File: config.mk
export PLATFORM = sky130hd
export DESIGN_NAME = io_input_capture_path
export DESIGN_NICKNAME = d
export VERILOG_FILES = /design/src/shared/io_capture_pkg.sv /design/src/rtl/capture_element.sv /design/src/rtl/io_input_capture_path.sv
export SDC_FILE = /design/constraint.sdc
export NUM_CORES = 1
export LEC_CHECK = 0
export ABC_AREA = 1
export BUFFER_PORTS_ARGS = -buffer_cell sky130_fd_sc_hd__buf_4
export CORE_MARGIN = 2
export CORE_UTILIZATION = 40
export CTS_CLUSTER_DIAMETER = 60
export DETAILED_ROUTE_END_ITERATION = 16
export PLACE_DENSITY = 0.7
export SYNTH_ARGS = -nofsm -noshare
export SYNTH_HDL_FRONTEND = slang
export SYNTH_SLANG_ARGS = --single-unit
File: constraint.sdc
create_clock -name CLK -period 2.9 [get_ports CLK]
set_input_delay 0.58 -clock CLK [delete_from_list [all_inputs] [get_ports CLK]]
set_output_delay 0.58 -clock CLK [all_outputs]
set_load 0.005 [all_outputs]
File: src/shared/io_capture_pkg.sv
// Constants, register map and field layout of the I/O input capture path
//
// Summary of operation
// - Each of two input paths selects raw pin or storage element output.
// - Storage element is a rising-edge flip-flop or a level-sensitive latch.
// - Basic latch passes data while its clock is high, holds while low.
// - Inverted clock sense selectable; latch and flop combine within one cell.
// - One shared clock enable, routed to input element, output element, or both.
// - Shared clock enable has no inversion and acts like a logic cell enable.
// - Unconnected enable reads asserted; deasserted enable holds output in either mode.
// - Power-up or global set/reset forces the configured initial value, reset by default.
// - Basic cell has one optional delay stage, inserted by default, bypassable.
// - Extended cell offers full delay by default, medium delay, or none.
// - Extended cell adds a fast-capture latch clocked by the output clock.
// - Fast-capture option one: transparent-low latch feeding rising-edge flip-flop.
// - Fast-capture option two: transparent-low latch feeding transparent-high latch.
// - Every clock of the fast-capture arrangements accepts an in-cell inversion.
// - With fast-capture latch in use and no explicit delay, delay is medium.
package io_capture_pkg;

	// ****************************************
	// Register map
	// ****************************************
	localparam logic [31:0] CONFIG_OFFSET = 32'h0000_0000;
	localparam logic [31:0] STATUS_OFFSET = 32'h0000_0004;
	localparam logic [31:0] CONFIG_RESET  = 32'h0000_3030;

	// ****************************************
	// Configuration fields
	// ****************************************
	localparam int FIRST_REGISTERED_BIT  = 0;
	localparam int SECOND_REGISTERED_BIT = 1;
	localparam int ELEMENT_LATCH_BIT     = 2;
	localparam int INPUT_CLOCK_INV_BIT   = 3;
	localparam int ENABLE_INPUT_BIT      = 4;
	localparam int ENABLE_OUTPUT_BIT     = 5;
	localparam int INIT_SET_BIT          = 6;
	localparam int DELAY_LSB             = 7;
	localparam int DELAY_EXPLICIT_BIT    = 9;
	localparam int FAST_LATCH_BIT        = 10;
	localparam int FAST_CLOCK_INV_BIT    = 11;
	localparam int EXTENDED_BIT          = 12;
	localparam int ENABLE_CONNECTED_BIT  = 13;
	localparam int CONFIG_WIDTH          = 14;

	// ****************************************
	// Status fields
	// ****************************************
	localparam int STATUS_DELAYED_BIT = 0;
	localparam int STATUS_FAST_BIT    = 1;
	localparam int STATUS_STORE_BIT   = 2;
	localparam int STATUS_FIRST_BIT   = 3;
	localparam int STATUS_SECOND_BIT  = 4;
	localparam int STATUS_DELAY_LSB   = 5;

	// ****************************************
	// Delay settings
	// ****************************************
	localparam logic [1:0] FULL_DELAY          = 2'h0;
	localparam logic [1:0] MEDIUM_INPUT_DELAY  = 2'h1;
	localparam logic [1:0] NO_INPUT_DELAY      = 2'h2;

	// ****************************************
	// Bus encodings
	// ****************************************
	localparam logic [1:0] HTRANS_NONSEQ = 2'h2;
	localparam logic       HRESP_OKAY    = 1'h0;

endpackage

File: src/rtl/capture_element.sv
// One input storage element: flip-flop or latch with clock sense, enable and initial value
`timescale 1ns/10ps
module capture_element (
	input  wire logic clk,
	input  wire logic rst,
	input  wire logic clock_level,
	input  wire logic clock_invert,
	input  wire logic latch_mode,
	input  wire logic enable,
	input  wire logic init_set,
	input  wire logic force_init,
	input  wire logic d,
	output logic      q
);

	// ****************************************
	// Clock sense and load decision
	// ****************************************
	logic effective_clock;
	logic previous_clock;
	logic rising;
	logic load;
	logic next_q;

	assign effective_clock = clock_level ^ clock_invert;
	assign rising          = effective_clock & ~previous_clock;
	assign load            = enable & (latch_mode ? effective_clock : rising);
	assign next_q          = force_init ? init_set : (load ? d : q);

	// ****************************************
	// Storage
	// ****************************************
	always_ff @(posedge clk) begin
		if (rst) begin
			previous_clock <= 1'h0;
			q              <= 1'h0;
		end else begin
			previous_clock <= effective_clock;
			q              <= next_q;
		end
	end

endmodule // capture_element

File: src/rtl/io_input_capture_path.sv
// Input capture path of a programmable I/O cell with AHB-Lite configuration registers
//
// The placing of the registers and the AHB-Lite slave port were decided locally.
`timescale 1ns/10ps
module io_input_capture_path (
	input  wire logic        CLK,
	input  wire logic        RST,
	input  wire logic        HSEL,
	input  wire logic [31:0] HADDR,
	input  wire logic [1:0]  HTRANS,
	input  wire logic        HWRITE,
	input  wire logic [2:0]  HSIZE,
	input  wire logic [31:0] HWDATA,
	input  wire logic        HREADY,
	output logic      [31:0] HRDATA,
	output logic             HREADYOUT,
	output logic             HRESP,
	input  wire logic        PAD_IN,
	input  wire logic        INPUT_CLOCK,
	input  wire logic        OUTPUT_CLOCK,
	input  wire logic        LOGIC_CELL_CLOCK_ENABLE,
	input  wire logic        GLOBAL_SET_RESET,
	output logic             INPUT_PATH_FIRST,
	output logic             INPUT_PATH_SECOND,
	output logic             OUTPUT_ELEMENT_ENABLE
);

	// ****************************************
	// Helpers
	// ****************************************
	function automatic logic [1:0] effective_delay(input logic [io_capture_pkg::CONFIG_WIDTH-1:0] cfg);
		logic [1:0] chosen;
		chosen = cfg[io_capture_pkg::DELAY_LSB +: 2];
		if (!cfg[io_capture_pkg::EXTENDED_BIT]) begin
			effective_delay = (chosen == io_capture_pkg::NO_INPUT_DELAY) ?
				io_capture_pkg::NO_INPUT_DELAY : io_capture_pkg::FULL_DELAY;
		end else if (cfg[io_capture_pkg::FAST_LATCH_BIT] && !cfg[io_capture_pkg::DELAY_EXPLICIT_BIT]) begin
			effective_delay = io_capture_pkg::MEDIUM_INPUT_DELAY;
		end else if (chosen == io_capture_pkg::MEDIUM_INPUT_DELAY || chosen == io_capture_pkg::NO_INPUT_DELAY) begin
			effective_delay = chosen;
		end else begin
			effective_delay = io_capture_pkg::FULL_DELAY;
		end
	endfunction

	// ****************************************
	// Bus address phase capture
	// ****************************************
	logic [io_capture_pkg::CONFIG_WIDTH-1:0] config_bits;
	logic [io_capture_pkg::CONFIG_WIDTH-1:0] next_config;
	logic                                    write_pending;
	logic [31:0]                             pending_address;
	logic                                    address_phase;
	logic                                    config_write;
	logic [31:0]                             read_value;
	logic [31:0]                             status_value;

	assign address_phase = HSEL & HREADY & HTRANS[1];
	assign config_write  = write_pending & (pending_address == io_capture_pkg::CONFIG_OFFSET);
	assign next_config   = config_write ? HWDATA[io_capture_pkg::CONFIG_WIDTH-1:0] : config_bits;

	always_ff @(posedge CLK) begin
		if (RST) begin
			write_pending   <= 1'h0;
			pending_address <= 32'h0000_0000;
			config_bits     <= io_capture_pkg::CONFIG_RESET[io_capture_pkg::CONFIG_WIDTH-1:0];
			HRDATA          <= 32'h0000_0000;
			HREADYOUT       <= 1'h1;
			HRESP           <= io_capture_pkg::HRESP_OKAY;
		end else begin
			write_pending   <= address_phase & HWRITE;
			pending_address <= {HADDR[31:2], 2'h0};
			config_bits     <= next_config;
			HREADYOUT       <= 1'h1;
			HRESP           <= io_capture_pkg::HRESP_OKAY;
			if (address_phase && !HWRITE) begin
				HRDATA <= read_value;
			end
		end
	end

	// ****************************************
	// Configuration decode
	// ****************************************
	logic       latch_mode;
	logic       enable_level;
	logic       input_enable;
	logic       fast_in_use;
	logic [1:0] delay_setting;

	assign latch_mode    = config_bits[io_capture_pkg::ELEMENT_LATCH_BIT];
	assign enable_level  = config_bits[io_capture_pkg::ENABLE_CONNECTED_BIT] ?
		LOGIC_CELL_CLOCK_ENABLE : 1'h1;
	assign input_enable  = enable_level | ~config_bits[io_capture_pkg::ENABLE_INPUT_BIT];
	assign fast_in_use   = config_bits[io_capture_pkg::FAST_LATCH_BIT] & config_bits[io_capture_pkg::EXTENDED_BIT];
	assign delay_setting = effective_delay(config_bits);

	// ****************************************
	// Data delay taps
	// ****************************************
	logic [1:0] delay_taps;
	logic       delayed_pad;

	always_ff @(posedge CLK) begin
		if (RST) begin
			delay_taps <= 2'h0;
		end else begin
			delay_taps <= {delay_taps[0], PAD_IN};
		end
	end

	assign delayed_pad = (delay_setting == io_capture_pkg::NO_INPUT_DELAY) ? PAD_IN :
		(delay_setting == io_capture_pkg::MEDIUM_INPUT_DELAY) ? delay_taps[0] : delay_taps[1];

	// ****************************************
	// Storage elements
	// ****************************************
	logic force_init;
	logic fast_q;
	logic store_q;
	logic store_d;

	assign force_init = GLOBAL_SET_RESET;
	assign store_d    = fast_in_use ? fast_q : delayed_pad;

	// Fast-capture latch, transparent while the output clock is low
	capture_element fast_latch (
		.clk          (CLK),
		.rst          (RST),
		.clock_level  (OUTPUT_CLOCK),
		.clock_invert (~config_bits[io_capture_pkg::FAST_CLOCK_INV_BIT]),
		.latch_mode   (1'h1),
		.enable       (1'h1),
		.init_set     (config_bits[io_capture_pkg::INIT_SET_BIT]),
		.force_init   (force_init),
		.d            (delayed_pad),
		.q            (fast_q)
	);

	// Input flip-flop or latch on the input clock
	capture_element store_element (
		.clk          (CLK),
		.rst          (RST),
		.clock_level  (INPUT_CLOCK),
		.clock_invert (config_bits[io_capture_pkg::INPUT_CLOCK_INV_BIT]),
		.latch_mode   (latch_mode),
		.enable       (input_enable),
		.init_set     (config_bits[io_capture_pkg::INIT_SET_BIT]),
		.force_init   (force_init),
		.d            (store_d),
		.q            (store_q)
	);

	// ****************************************
	// Input paths and shared enable
	// ****************************************
	logic next_first;
	logic next_second;
	logic next_output_enable;

	assign next_first         = config_bits[io_capture_pkg::FIRST_REGISTERED_BIT] ? store_q : PAD_IN;
	assign next_second        = config_bits[io_capture_pkg::SECOND_REGISTERED_BIT] ? store_q : PAD_IN;
	assign next_output_enable = enable_level | ~config_bits[io_capture_pkg::ENABLE_OUTPUT_BIT];

	always_ff @(posedge CLK) begin
		if (RST) begin
			INPUT_PATH_FIRST      <= 1'h0;
			INPUT_PATH_SECOND     <= 1'h0;
			OUTPUT_ELEMENT_ENABLE <= 1'h1;
		end else begin
			INPUT_PATH_FIRST      <= next_first;
			INPUT_PATH_SECOND     <= next_second;
			OUTPUT_ELEMENT_ENABLE <= next_output_enable;
		end
	end

	// ****************************************
	// Read data selection
	// ****************************************
	logic [1:0] status_delay;
	logic       read_config;
	logic       read_status;

	assign status_delay = effective_delay(next_config);
	assign status_value = {25'h0000000, status_delay, INPUT_PATH_SECOND, INPUT_PATH_FIRST, store_q, fast_q, delayed_pad};
	assign read_config  = ({HADDR[31:2], 2'h0} == io_capture_pkg::CONFIG_OFFSET);
	assign read_status  = ({HADDR[31:2], 2'h0} == io_capture_pkg::STATUS_OFFSET);
	assign read_value   = read_config ? {{(32-io_capture_pkg::CONFIG_WIDTH){1'b0}}, next_config} :
		(read_status ? status_value : 32'h0000_0000);

endmodule // io_input_capture_path

==> results of run 1 <==
-- how the worst min path moves through the flow --
| stage | startpoint | endpoint | cells past startpoint |
|---|---|---|---|
| global route | delay_taps[0]$_SDFF_PP0_ | delay_taps[1]$_SDFF_PP0_ | 2 |
| finish | config_bits[5]$_SDFF_PP1_ | OUTPUT_ELEMENT_ENABLE$_SDFF_PP1_ | 1 |
| CTS | LOGIC_CELL_CLOCK_ENABLE | OUTPUT_ELEMENT_ENABLE$_SDFF_PP1_ | 3 |
| floorplan | config_bits[5]$_SDFF_PP1_ | OUTPUT_ELEMENT_ENABLE$_SDFF_PP1_ | 1 |
| detailed placement | config_bits[5]$_SDFF_PP1_ | OUTPUT_ELEMENT_ENABLE$_SDFF_PP1_ | 1 |
| global placement | config_bits[5]$_SDFF_PP1_ | OUTPUT_ELEMENT_ENABLE$_SDFF_PP1_ | 1 |
-- cells by family after synthesis --
logic type                Yosys count  synth area share, %
AOI/OAI and AO/OA                  35                 6.69
xor gates and xnor gates            1                0.284
buffers and inverters             112                 16.5
DFF                                67                 43.4
other                               2                0.243
and+or+nand+nor                   245                 32.9
-- layout make-up --
| class | instances | area share, % |
|---|---|---|
| Sequential cell | 67 | 35.0 |
| Multi-Input combinational cell | 301 | 34.1 |
| Timing Repair Buffer | 74 | 14.5 |
| Inverter | 81 | 7.94 |
| Tap cell | 102 | 3.33 |
| Clock buffer | 9 | 3.24 |
| Clock inverter | 7 | 1.80 |
-- flip-flops by register name, indices dropped and copies added, names as in the netlist --
name	cells
HRDATA	14
OUTPUT_ELEMENT_ENABLE	1
pending_address	30
INPUT_PATH_SECOND	1
write_pending	1
config_bits	14
store_element.previous_clock	1
delay_taps	2
INPUT_PATH_FIRST	1
fast_latch.q	1
store_element.q	1
-- worst max-delay path, stage by stage --
cell      delay, ns
buf_4          0.08
nand3_1        0.10
nor2_2         0.18
inv_1          0.26
nor3_2         0.44
buf_4          0.25
a21boi_0       0.09
a21oi_1        0.16
-- Yosys cell counts (all sizes together) --
| library cell | n | share of area (%) |
|---|---|---|
| a21oi | 14 | 2.4 |
| a31oi | 3 | 0.61 |
| nand3b | 2 | 0.49 |
| o21a | 4 | 0.97 |
| dfxtp | 67 | 43 |
| nor2 | 109 | 14 |
| o211ai | 2 | 0.49 |
| and2 | 1 | 0.20 |
| inv | 81 | 9.8 |
| buf | 26 | 6.0 |
| o21ai | 10 | 1.7 |
| a21boi | 2 | 0.49 |
| conb | 2 | 0.24 |
| xor2 | 1 | 0.28 |
| nor3 | 4 | 0.97 |
| clkbuf | 5 | 0.61 |
| nand2 | 107 | 13 |
| nand4 | 1 | 0.20 |
| nand3 | 21 | 3.6 |
-- metrics by stage --
| stage | std cells | power (mW) |
|---|---|---|
| 6_report | 641 | 1.88 |
| 5_1_grt | 641 | 1.96 |
| 4_1_cts | 641 | 1.90 |
| 3_5_place_dp | 625 | 1.15 |
| 3_3_place_gp | 625 | 1.15 |
| 2_1_floorplan | 480 | 1.08 |
-- power breakdown --
part	leakage, nW	internal [mW]	total (mW)	switching [mW]
combinational	1.29	0.0814	0.169	0.0873
sequential	0.550	0.948	0.962	0.0136
clock	0.0950	0.393	0.753	0.359
total	1.94	1.42	1.88	0.460
-- layer usage --
metal	track usage, %	up-vias	wire length, um
met3	2.79	10	320
met4	7.46	0	133
met5	0	-	0
li1	-	1474	-
met1	20.8	1237	3020
met2	28.0	72	3260
==> summary.md, run 1 <==
| Metric | Value |
|---|---|
| Outcome | `finished clean` |
| Die area | `0.00844 mm^2` |
| Most frequent cells in the layout | `nor2_1 (104), nand2_1 (103), inv_1 (79), buf_4 (74), dfxtp_1 (67)` |
| TritonCTS Buffers | `9` |
| Final setup viols | `0` |
| IO Port Bufs | `71` |
| Vias in the first global route | `2559` |
| Flop2flop setup slack | `1.28 ns` |
| Tmin final | `approximately 1.9 ns` |
| DRC | `0` |
| Leakage | `1.94 nW` |
| VDD IR max | `0.220 mV` |
| Smallest hold slack | `about 0.43 ns` |
| Core box area | `about 0.0076 mm^2` |
| CTS H-Tree Depth | `3` |
| Diodes inserted | `0` |
| Number of iterations in the first detailed-routing pass | `4` |
| CTS Hold Bufs | `0` |
| Post-route ant nets | `0` |
| Critical Path RT | `3.16 ns` |
| Synth Register Bits | `67` |
| Starting density of the core | `40.6%` |
| Placement Setup Slack | `0.653 ns` |
| Final TNS setup | `0 ns` |
| CP startpoint | `HTRANS[1]` |
| Aggregate global-route resource usage | `16.6%` |
| Fin area | `0.00383 mm^2` |
| Initial DRC Count | `144` |
| CTS clock-pin slew for the worst setup and hold paths | `0.07 ns` |
| Syn_area_per_cell | `6.68 um^2` |
| Cell Area, Synth | `0.00309 mm^2` |
| DR vias | `roughly 2800` |
| Most common cell after layout, fill and taps aside | `nor2_1` |
| Area Growth Syn to Fin | `23.9%` |
| Longest Clk Path Bufs | `2` |
| Vias per cell | `4.36` |
| Resized Gates After CTS | `0` |
| Worst-path maximum fanout | `14` |
| Reg-to-Reg Start | `write_pending$_SDFF_PP0_` |
| Cell Pwr Density | `slightly below 500 mW/mm^2` |
| Critical setup path kind | `input port to flop` |
| Clk sinks | `67` |
| Routability-driven placement congestion ratio | `0.839` |
| Antenna violations before repair | `0` |
| Die height | `91.9 um` |
| Clk_skew | `between 0.01 and 0.015 ns` |
| Final hold viol count | `0` |
| Nets | `613` |
| Worst Hold Class | `flop to flop` |
| Synth cell types | `33` |
| CP arrival | `about 2.1 ns` |
| RSZ-0062 raised after global routing | `no` |
| R2R cell count | `13` |
| Startpoint types | `input port` |
| Fmax | `about 530 MHz` |
| CTS tree | `yes` |
| Worst-Margin Slew | `~0.57 ns` |
| Final WS setup | `1.03 ns` |
| # IOs | `116` |
| Die width | `91.9 um` |
| Global-route wire length before repair | `around 11 mm` |
| Post-CTS Setup Repair Bufs | `0` |
| Slew headroom | `approximately 62%` |
| Cell Area, Placed | `about 0.0036 mm^2` |
| Root buffer cell | `clkbuf_8` |
| Synthesized instance count | `462` |
| Worst setup path endpoint | `HRDATA[5]$_SDFFE_PP0P_` |
| GR Overflow Total | `0` |
| Multi-input combinational cell area | `0.00131 mm^2` |
| Final Cycle Share | `between 60% and 70%` |
| Max-slew violation total from the final report | `0` |
| Filler cell count | `slightly below 800` |
| WL final | `roughly 6.7 mm` |
| Reg area | `0.00134 mm^2` |
| Maxcap violations | `0` |
| Worst Setup End Kind | `flop` |
| Largest net degree at the start of global routing | `between 50 and 60` |
| Row count | `32` |
| Clock Latency Late Sink | `between 0.3 and 0.4 ns` |
| Share of layout cells above drive strength 1 | `about a fifth` |
| Capture point of the worst reg-to-reg path | `HRDATA[5]$_SDFFE_PP0P_` |
| DR WL/cell | `10.5 um` |
| Util after Layout | `50.3%` |
| Hpwl dp | `approximately 5.2 mm` |
| Ys Warns | `0` |
| Sequential fraction of the synthesis area | `43.4%` |
Power figures use the tool's default switching activity.
==> run 2: changes to the inputs <==
Settings changed: ABC_AREA 1 to 0, PLACE_DENSITY 0.7 to 0.72.
Clock period 2.9 ns to 1.9 ns, I/O delays scaled along.
==> run 2 against run 1 <==
Sequential power grew 52%. Final area fell by 6.4%. Sequential share of layout area is 2.4 points higher. Hold slack worse by 0.17 ns. Utilization is 2.7 points higher. Clock power increased by 61%. Die area fell by 9.8%. Non-clock buffer count is 10 higher. Via count is 21% lower. Largest cell class unchanged.
==> summary.md, run 2 <==
| Metric | Value |
|---|---|
| Leakage | `1.57 nW (-19%)` |
| Resized Gates After CTS | `0 (unchanged)` |
| Max FFs per register | `30 (unchanged)` |
| Area contributors post-synth | `dfxtp_1 (48%), nor2b_1 (7.9%), buf_4 (5.4%)` |
| Cell Area, Synth | `0.00277 mm^2 (-10%)` |
| Core box area | `0.00676 mm^2 (-11%)` |
| Nets | `448 (-27%)` |
| Most frequent cell after synthesis | `dfxtp_1` |
| Async set or reset register ratio after synthesis | `0% (unchanged)` |
| Clock Latency Late Sink | `0.34 ns (about the same)` |
| DR vias | `2198 (-21%)` |
| CTS clock-pin slew for the worst setup and hold paths | `0.08 ns (about the same)` |
| Clk sinks | `67 (unchanged)` |
| Clk_skew | `0.00221 ns (-0.00792 ns)` |
| Die area | `0.00761 mm^2 (-9.8%)` |
| Root buffer cell | `clkbuf_8` |
| Vias in the first global route | `2108 (-18%)` |
| CTS Hold Bufs | `0 (unchanged)` |
| Number of synthesized flops with an enable pin | `0 (unchanged)` |
| RSZ-0062 raised after global routing | `no` |
| Critical Path RT | `2.13 ns (-1.03 ns)` |
| Worst Path Buf+Inv | `1 (-2)` |
| Vias per cell | `4.84 (+11%)` |
| Critical setup path kind | `flop to flop` |
| Fin area | `0.00358 mm^2 (-6.4%)` |
| Die width | `87.2 um (-5.0%)` |
| IO Port Bufs | `71 (unchanged)` |
| Post-route ant nets | `0 (unchanged)` |
| Most common cell after layout, fill and taps aside | `buf_4` |
| DR WL/cell | `13.3 um (+26%)` |
| Largest Register | `pending_address` |
| Cell Pwr Density | `808 mW/mm^2 (+64%)` |
| Antenna violations before repair | `0 (unchanged)` |
| Hpwl dp | `4.62 mm (-11%)` |
| Max-slew violation total from the final report | `0 (unchanged)` |
| Synth cell types | `43 (+30%)` |
| Row count | `30 (-6.3%)` |
| Longest Clk Path Bufs | `2 (unchanged)` |
| Maxcap violations | `0 (unchanged)` |
| Final hold viol count | `0 (unchanged)` |
| CTS H-Tree Depth | `3 (unchanged)` |
| Startpoint types | `flop` |
| Starting density of the core | `41.0% (+0.43 points)` |
| Post-CTS Setup Repair Bufs | `0 (unchanged)` |
| Max stage delay on crit path | `0.34 ns (-0.10 ns)` |
| Die height | `87.2 um (-5.0%)` |
| Tmin final | `1.73 ns` |
| Share of layout cells above drive strength 1 | `29.4% (+9.7 points)` |
| Most frequent cells in the layout | `buf_4 (83), dfxtp_1 (67), nor2b_1 (35), conb_1 (20), nand2_1 (19)` |
| Post-synth top cells | `dfxtp_1 (67), nor2b_1 (35), buf_4 (20), nand2_1 (19), o21ai_1 (15)` |
| # IOs | `116 (unchanged)` |
| Final Cycle Share | `91.0%` |
| Initial DRC Count | `136 (-5.6%)` |
| Routability-driven placement congestion ratio | `0.779 (-7.2%)` |
| Synthesized instance count | `290 (-37%)` |
| Prevailing post-synth register cell | `dfxtp_1` |
| Ys Warns | `0 (unchanged)` |
| TritonCTS Buffers | `9 (unchanged)` |
| Syn_area_per_cell | `9.56 um^2 (+43%)` |
| Aggregate global-route resource usage | `17.0% (+0.42 points)` |
| Fmax | `578 MHz` |
| Top cell type's share of synthesized area | `48.4% (+5.0 points)` |
| Final setup viols | `0 (unchanged)` |
| Worst Hold Class | `input port to flop` |
| Worst Setup End Kind | `flop` |
| Final TNS setup | `0 ns (unchanged)` |
| Number of iterations in the first detailed-routing pass | `4 (unchanged)` |
| Crit path cell chain | `nor4_1 -> and4_1 -> and2_1 -> buf_12 -> mux2i_1 -> o21ai_1` |
| CP max stage cell | `nor4_1` |
| Worst-path maximum fanout | `7 (-7)` |
| Top Registers | `pending_address x30, HRDATA x14, config_bits x14` |
| Diodes inserted | `0 (unchanged)` |
| Area Growth Syn to Fin | `29.3%` |
| Outcome | `finished clean` |
| GR Overflow Total | `0 (unchanged)` |
| Synth Register Bits | `67 (unchanged)` |
| WL final | `6.03 mm (-11%)` |
| Cell taking the most area after synthesis | `dfxtp_1` |
| CTS tree | `yes` |
| Top delay family on crit path | `simple AND/OR/NAND/NOR gates` |
| CP arrival | `1.96 ns (-0.18 ns)` |
| Sequential fraction of the synthesis area | `48.4% (+5.0 points)` |
| DRC | `0 (unchanged)` |
| Cell Area, Placed | `0.00338 mm^2 (-7.1%)` |
| Largest net degree at the start of global routing | `45 (-18%)` |
| Global-route wire length before repair | `9.74 mm (-13%)` |
| VDD IR max | `0.441 mV (+100%)` |
==> run 2: cell count changes in the layout (fill, tap and decap cells not counted), moves of 6 or more <==
cell / delta
nor2b_1: +35
nor2_1: -92
and3_1: +10
mux2i_1: +8
nand2_1: -84
inv_1: -74
a21boi_1: +6
o21ai_1: +14
buf_4: +9
nor4_1: +8
nand3_1: -13
o21ai_0: -8
==> run 2: layer usage <==
layer	routed length, um	GRT usage, %	up-vias
met4	78	7.13	0
met5	0	0	-
li1	-	-	1126
met2	2940	27.1	59
met3	306	5.88	5
met1	2710	20.9	1008
==> run 2: report_power, final <==
part           internal (mW)  total [mW]  switching (mW)  leakage (nW)
Clock                  0.626        1.21           0.589         0.105
Combinational          0.122       0.218          0.0962         0.919
Sequential              1.45        1.46          0.0142         0.550
Total                   2.19        2.89           0.699          1.57
==> run 2: through the flow <==
step           power (mW)  std cells  setup slack, ns  hold WS [ns]  utilization, %
2_1_floorplan        1.61        308            0.131         0.379               -
5_1_grt              3.01        454         0.000393         0.235            53.0
4_1_cts              2.93        454            0.149         0.240            53.0
3_3_place_gp         1.71        438          -0.0782         0.415            50.0
6_report             2.89        454            0.171         0.257            53.0
3_5_place_dp         1.71        438          -0.0924         0.406            50.0
==> run 2: cell type report <==
class,instances,area (um^2)
flip-flops and latches,67,1340
well taps,80,100
clock buffers,9,124
inverters,5,18.8
multi-input cells,202,1270
clock inverters,7,82.6
repair buffers,84,643
fillers,631,3170
==> run 2: worst reg2reg max path, cell delays in order, from the launching register on <==
cell and delay (ns):
dfxtp_1 0.30, nor4_1 0.34, and4_1 0.30, and2_1 0.19
buf_12 0.14, mux2i_1 0.25, o21ai_1 0.10
==> run 2: kinds of logic (layout without fill, tap and decap cells) <==
family | count (synthesis) | count (layout) | share of synthesized area [%]
compound gates | 49 | 49 | 11.6
simple gates | 123 | 123 | 28.1
mux | 8 | 8 | 2.89
buf+inv | 39 | 105 | 8.13
xor+xnor | 2 | 2 | 0.632
other cells | 2 | 20 | 0.271
flops | 67 | 67 | 48.4
==> run 2: worst paths after layout <==
| path | to | start | slack (ns) | cells after the start |
|---|---|---|---|---|
| min reg2reg | OUTPUT_ELEMENT_ENABLE$_SDFF_PP1_ | config_bits[5]$_SDFF_PP1_ | 0.43 | 1 |
| max reg2reg | HRDATA[8]$_SDFFE_PP0P_ | pending_address[30]$_SDFF_PP0_ | 0.17 | 6 |
| max | HRDATA[8]$_SDFFE_PP0P_ | pending_address[30]$_SDFF_PP0_ | 0.17 | 6 |
| min | pending_address[20]$_SDFF_PP0_ | HADDR[20] | 0.26 | 2 |
==> run 3: changes to the inputs <==
Settings changed: SYNTH_HIERARCHICAL set to 1.
==> run 3 against run 2 <==
Total power up 11%. First-iteration DRC count down 12%. Hold slack better by 0.0025 ns. Via count up 4.5%. Global-route usage up 0.53 points. Largest power group unchanged.
==> summary.md, run 3 <==
| Metric | Value |
|---|---|
| Synthesized instance count | `287 (-1.0%)` |
| Startpoint types | `flop` |
| Worst Hold Class | `input port to flop` |
| Critical setup path kind | `flop to flop` |
| Ys Warns | `6 (+6)` |
| Share of layout cells above drive strength 1 | `34.1% (+4.7 points)` |
| Filler cell count | `626 (-0.79%)` |
| DR vias | `2296 (+4.5%)` |
| Row count | `30 (unchanged)` |
| Multiplexer share of the synthesized area | `3.85% (+0.96 points)` |
| Post-synth top cells | `dfxtp_1 (68), nor2b_1 (41), buf_4 (20), nand2_1 (14)` |
| Die width | `87.1 um (-0.15%)` |
| GR Overflow Total | `0 (unchanged)` |
| Post-route insts no fill | `470 (+3.5%)` |
| Cell taking the most area after synthesis | `dfxtp_1` |
| Tmin final | `1.90 ns (+0.167 ns)` |
| TritonCTS Buffers | `9 (unchanged)` |
| Max-slew violation total from the final report | `0 (unchanged)` |
| Clk_skew | `0.00636 ns (+0.00415 ns)` |
| Clk sinks | `68 (+1.5%)` |
| Cell Pwr Density | `843 mW/mm^2 (+4.4%)` |
| DRC | `0 (unchanged)` |
| WL final | `6.22 mm (+3.3%)` |
| R2R cell count | `6 (unchanged)` |
| Async set or reset register ratio after synthesis | `0% (unchanged)` |
| Vias in the first global route | `2144 (+1.7%)` |
| Final setup viols | `0 (unchanged)` |
| Synth Area in Compound Gates | `11.5% (-0.054 points)` |
| Smallest hold slack | `0.259 ns (+0.00251 ns)` |
| Cell Area, Synth | `0.00276 mm^2 (-0.32%)` |
| Flop2flop setup slack | `0.004 ns (-0.17 ns)` |
| Most frequent cells in the layout | `buf_4 (92), dfxtp_1 (67), nor2b_1 (41), conb_1 (23), nand2_1 (14)` |
| IO Port Bufs | `71 (unchanged)` |
| Top Registers | `pending_address x30, HRDATA x14, config_bits x14` |
| Synth cell types | `43 (unchanged)` |
| Placed cells | `453 (+3.4%)` |
| Starting density of the core | `40.9% (-0.13 points)` |
| Worst-Margin Slew | `0.730 ns` |
| Reg-to-Reg Start | `pending_address[10]$_SDFF_PP0_` |
| Outcome | `finished clean` |
| Top cell type's share of synthesized area | `49.3% (+0.88 points)` |
| Syn_area_per_cell | `9.63 um^2 (+0.73%)` |
| Routability-driven placement congestion ratio | `0.806 (+3.5%)` |
| Antenna violations before repair | `0 (unchanged)` |
| Placement Setup Slack | `-0.0643 ns (+0.0281 ns)` |
| Root buffer cell | `clkbuf_8` |
| Core box area | `0.00676 mm^2 (unchanged)` |
| Hpwl dp | `4.64 mm (+0.51%)` |
| Number of iterations in the first detailed-routing pass | `4 (unchanged)` |
| Vias per cell | `4.89 (+0.90%)` |
| CTS clock-pin slew for the worst setup and hold paths | `0.07 ns (about the same)` |
| Maxcap violations | `0 (unchanged)` |
| Post-route ant nets | `0 (unchanged)` |
| Worst Setup End Kind | `flop` |
| CTS tree | `yes` |
| Initial DRC Count | `120 (-12%)` |
| Diodes inserted | `0 (unchanged)` |
| Simple-gate share of the synthesized area | `26.5% (-1.6 points)` |
| Slew headroom | `between 50 and 60%` |
| # IOs | `116 (unchanged)` |
| VDD IR max | `0.398 mV (-9.8%)` |
| CP max stage cell | `mux2_4` |
| Final hold viol count | `0 (unchanged)` |
| Largest family of logic cells by synthesized area | `simple AND/OR/NAND/NOR gates` |
| Clock Latency Late Sink | `0.34 ns (about the same)` |
| Most frequent cell after synthesis | `dfxtp_1` |
| Area share of xor/xnor cells in the synthesized design | `0.634% (+0.0020 points)` |
| DR WL/cell | `13.2 um (-0.26%)` |
| Worst-path maximum fanout | `6 (-1)` |
| CP arrival | `2.13 ns (+0.17 ns)` |
| Largest Register | `pending_address` |
| Final TNS setup | `0 ns (unchanged)` |
| Nets | `464 (+3.6%)` |
| Area contributors post-synth | `dfxtp_1 (49%), nor2b_1 (9.3%), buf_4 (5.4%)` |
| Aggregate global-route resource usage | `17.5% (+0.53 points)` |
| Die area | `0.00759 mm^2 (-0.30%)` |
| Max FFs per register | `30 (unchanged)` |
| Area Growth Syn to Fin | `38.0%` |
| Largest net degree at the start of global routing | `36 (-20%)` |
| Die height | `87.1 um (-0.15%)` |
| Sequential fraction of the synthesis area | `49.3% (+0.88 points)` |
| Synth Register Bits | `68 (+1.5%)` |
| Max stage delay on crit path | `0.34 ns (about the same)` |
| Number of synthesized flops with an enable pin | `0 (unchanged)` |
| RSZ-0062 raised after global routing | `yes` |
| Post-synthesis adder-cell area fraction | `0% (unchanged)` |
| Most common cell after layout, fill and taps aside | `buf_4` |
| Longest Clk Path Bufs | `2 (unchanged)` |
| Fmax | `527 MHz (-8.8%)` |
| Leakage | `1.66 nW (+5.8%)` |
| Worst setup path endpoint | `HRDATA[10]$_SDFFE_PP0P_` |
| Critical Path RT | `2.14 ns (about the same)` |
| CTS H-Tree Depth | `3 (unchanged)` |
| Capture point of the worst reg-to-reg path | `HRDATA[10]$_SDFFE_PP0P_` |
| CP startpoint | `pending_address[10]$_SDFF_PP0_` |
| Final WS setup | `0.00378 ns (-0.167 ns)` |
| Final Cycle Share | `99.8% (+8.8 points)` |
| Crit path cell chain | `nor4_4 -> buf_4 -> nand4_1 -> nor2_4 -> mux2_4 -> a22o_4` |
| Prevailing post-synth register cell | `dfxtp_1` |
| Global-route wire length before repair | `10.1 mm (+3.4%)` |
[run 3: what timing repair did]
| item | in CTS | in global routing |
|---|---|---|
| hold endpoints to repair | 0 | 0 |
| hold buffers | 0 | 0 |
| buffers inserted | 0 | 1 |
| pin swaps | 2 | 10 |
| gates cloned | 0 | 0 |
| endpoints found under the setup margin | 10 | 20 |
| gates resized for setup | 1 | 17 |
[run 3: how the worst min path moves through the flow]
stage | start | to | cells after the start
after global routing | HADDR[29] | pending_address[29]$_SDFF_PP0_ | 2
after global placement | config_bits[5]$_SDFF_PP1_ | OUTPUT_ELEMENT_ENABLE$_SDFF_PP1_ | 1
after floorplan | config_bits[5]$_SDFF_PP1_ | OUTPUT_ELEMENT_ENABLE$_SDFF_PP1_ | 1
after detailed placement | config_bits[5]$_SDFF_PP1_ | OUTPUT_ELEMENT_ENABLE$_SDFF_PP1_ | 1
final | HADDR[23] | pending_address[23]$_SDFF_PP0_ | 2
after CTS | HADDR[23] | pending_address[23]$_SDFF_PP0_ | 2
[run 3: kinds of logic (layout without fill, tap and decap cells)]
family / count (synthesis) / count (layout)
buffers and inverters: 36 / 118
DFF: 68 / 68
xor gates and xnor gates: 2 / 2
AOI/OAI and AO/OA: 48 / 48
muxes: 10 / 10
other: 2 / 23
and+or+nand+nor: 121 / 121
[run 3: power breakdown]
group          leakage, nW  switching [mW]  internal [mW]
clock                0.130           0.541          0.948
sequential           0.559          0.0167           1.47
combinational        0.977           0.106          0.133
[run 3: cell type report]
| cell class | count | area [um^2] | area share, % |
|---|---|---|---|
| multi-input combinational | 204 | 1340 | 35.1 |
| clock buffer | 11 | 151 | 3.97 |
| timing repair buffer | 94 | 722 | 18.9 |
| inverter | 8 | 30.0 | 0.788 |
| tap | 80 | 100 | 2.63 |
| sequential | 68 | 1360 | 35.7 |
| clock inverter | 5 | 108 | 2.82 |
[run 3: through the flow]
step	util, %	cell area (um^2)	power [mW]
floorplan	-	2840	1.63
global placement	51.3	3460	1.75
detailed placement	51.3	3460	1.75
CTS	55.2	3730	3.23
global route	56.4	3810	3.35
finish	56.4	3810	3.21
[run 3: metal layers]
metal | track usage (%) | up-vias | wire length, um
met4 | 8.11 | 0 | 139
met1 | 23.3 | 1052 | 2750
met2 | 27.1 | 71 | 3000
met5 | 0 | - | 0
li1 | - | 1159 | -
met3 | 4.08 | 14 | 334
[run 3: worst max-delay path, delay by kind of cell, from the launching register on]
| family | cells | cell delay (ns) |
|---|---|---|
| buffers and inverters | 1 | 0.15 |
| AND/OR/NAND/NOR | 3 | 0.77 |
| AO/OA/AOI/OAI | 1 | 0.21 |
| flip-flops | 1 | 0.33 |
| multiplexers | 1 | 0.34 |
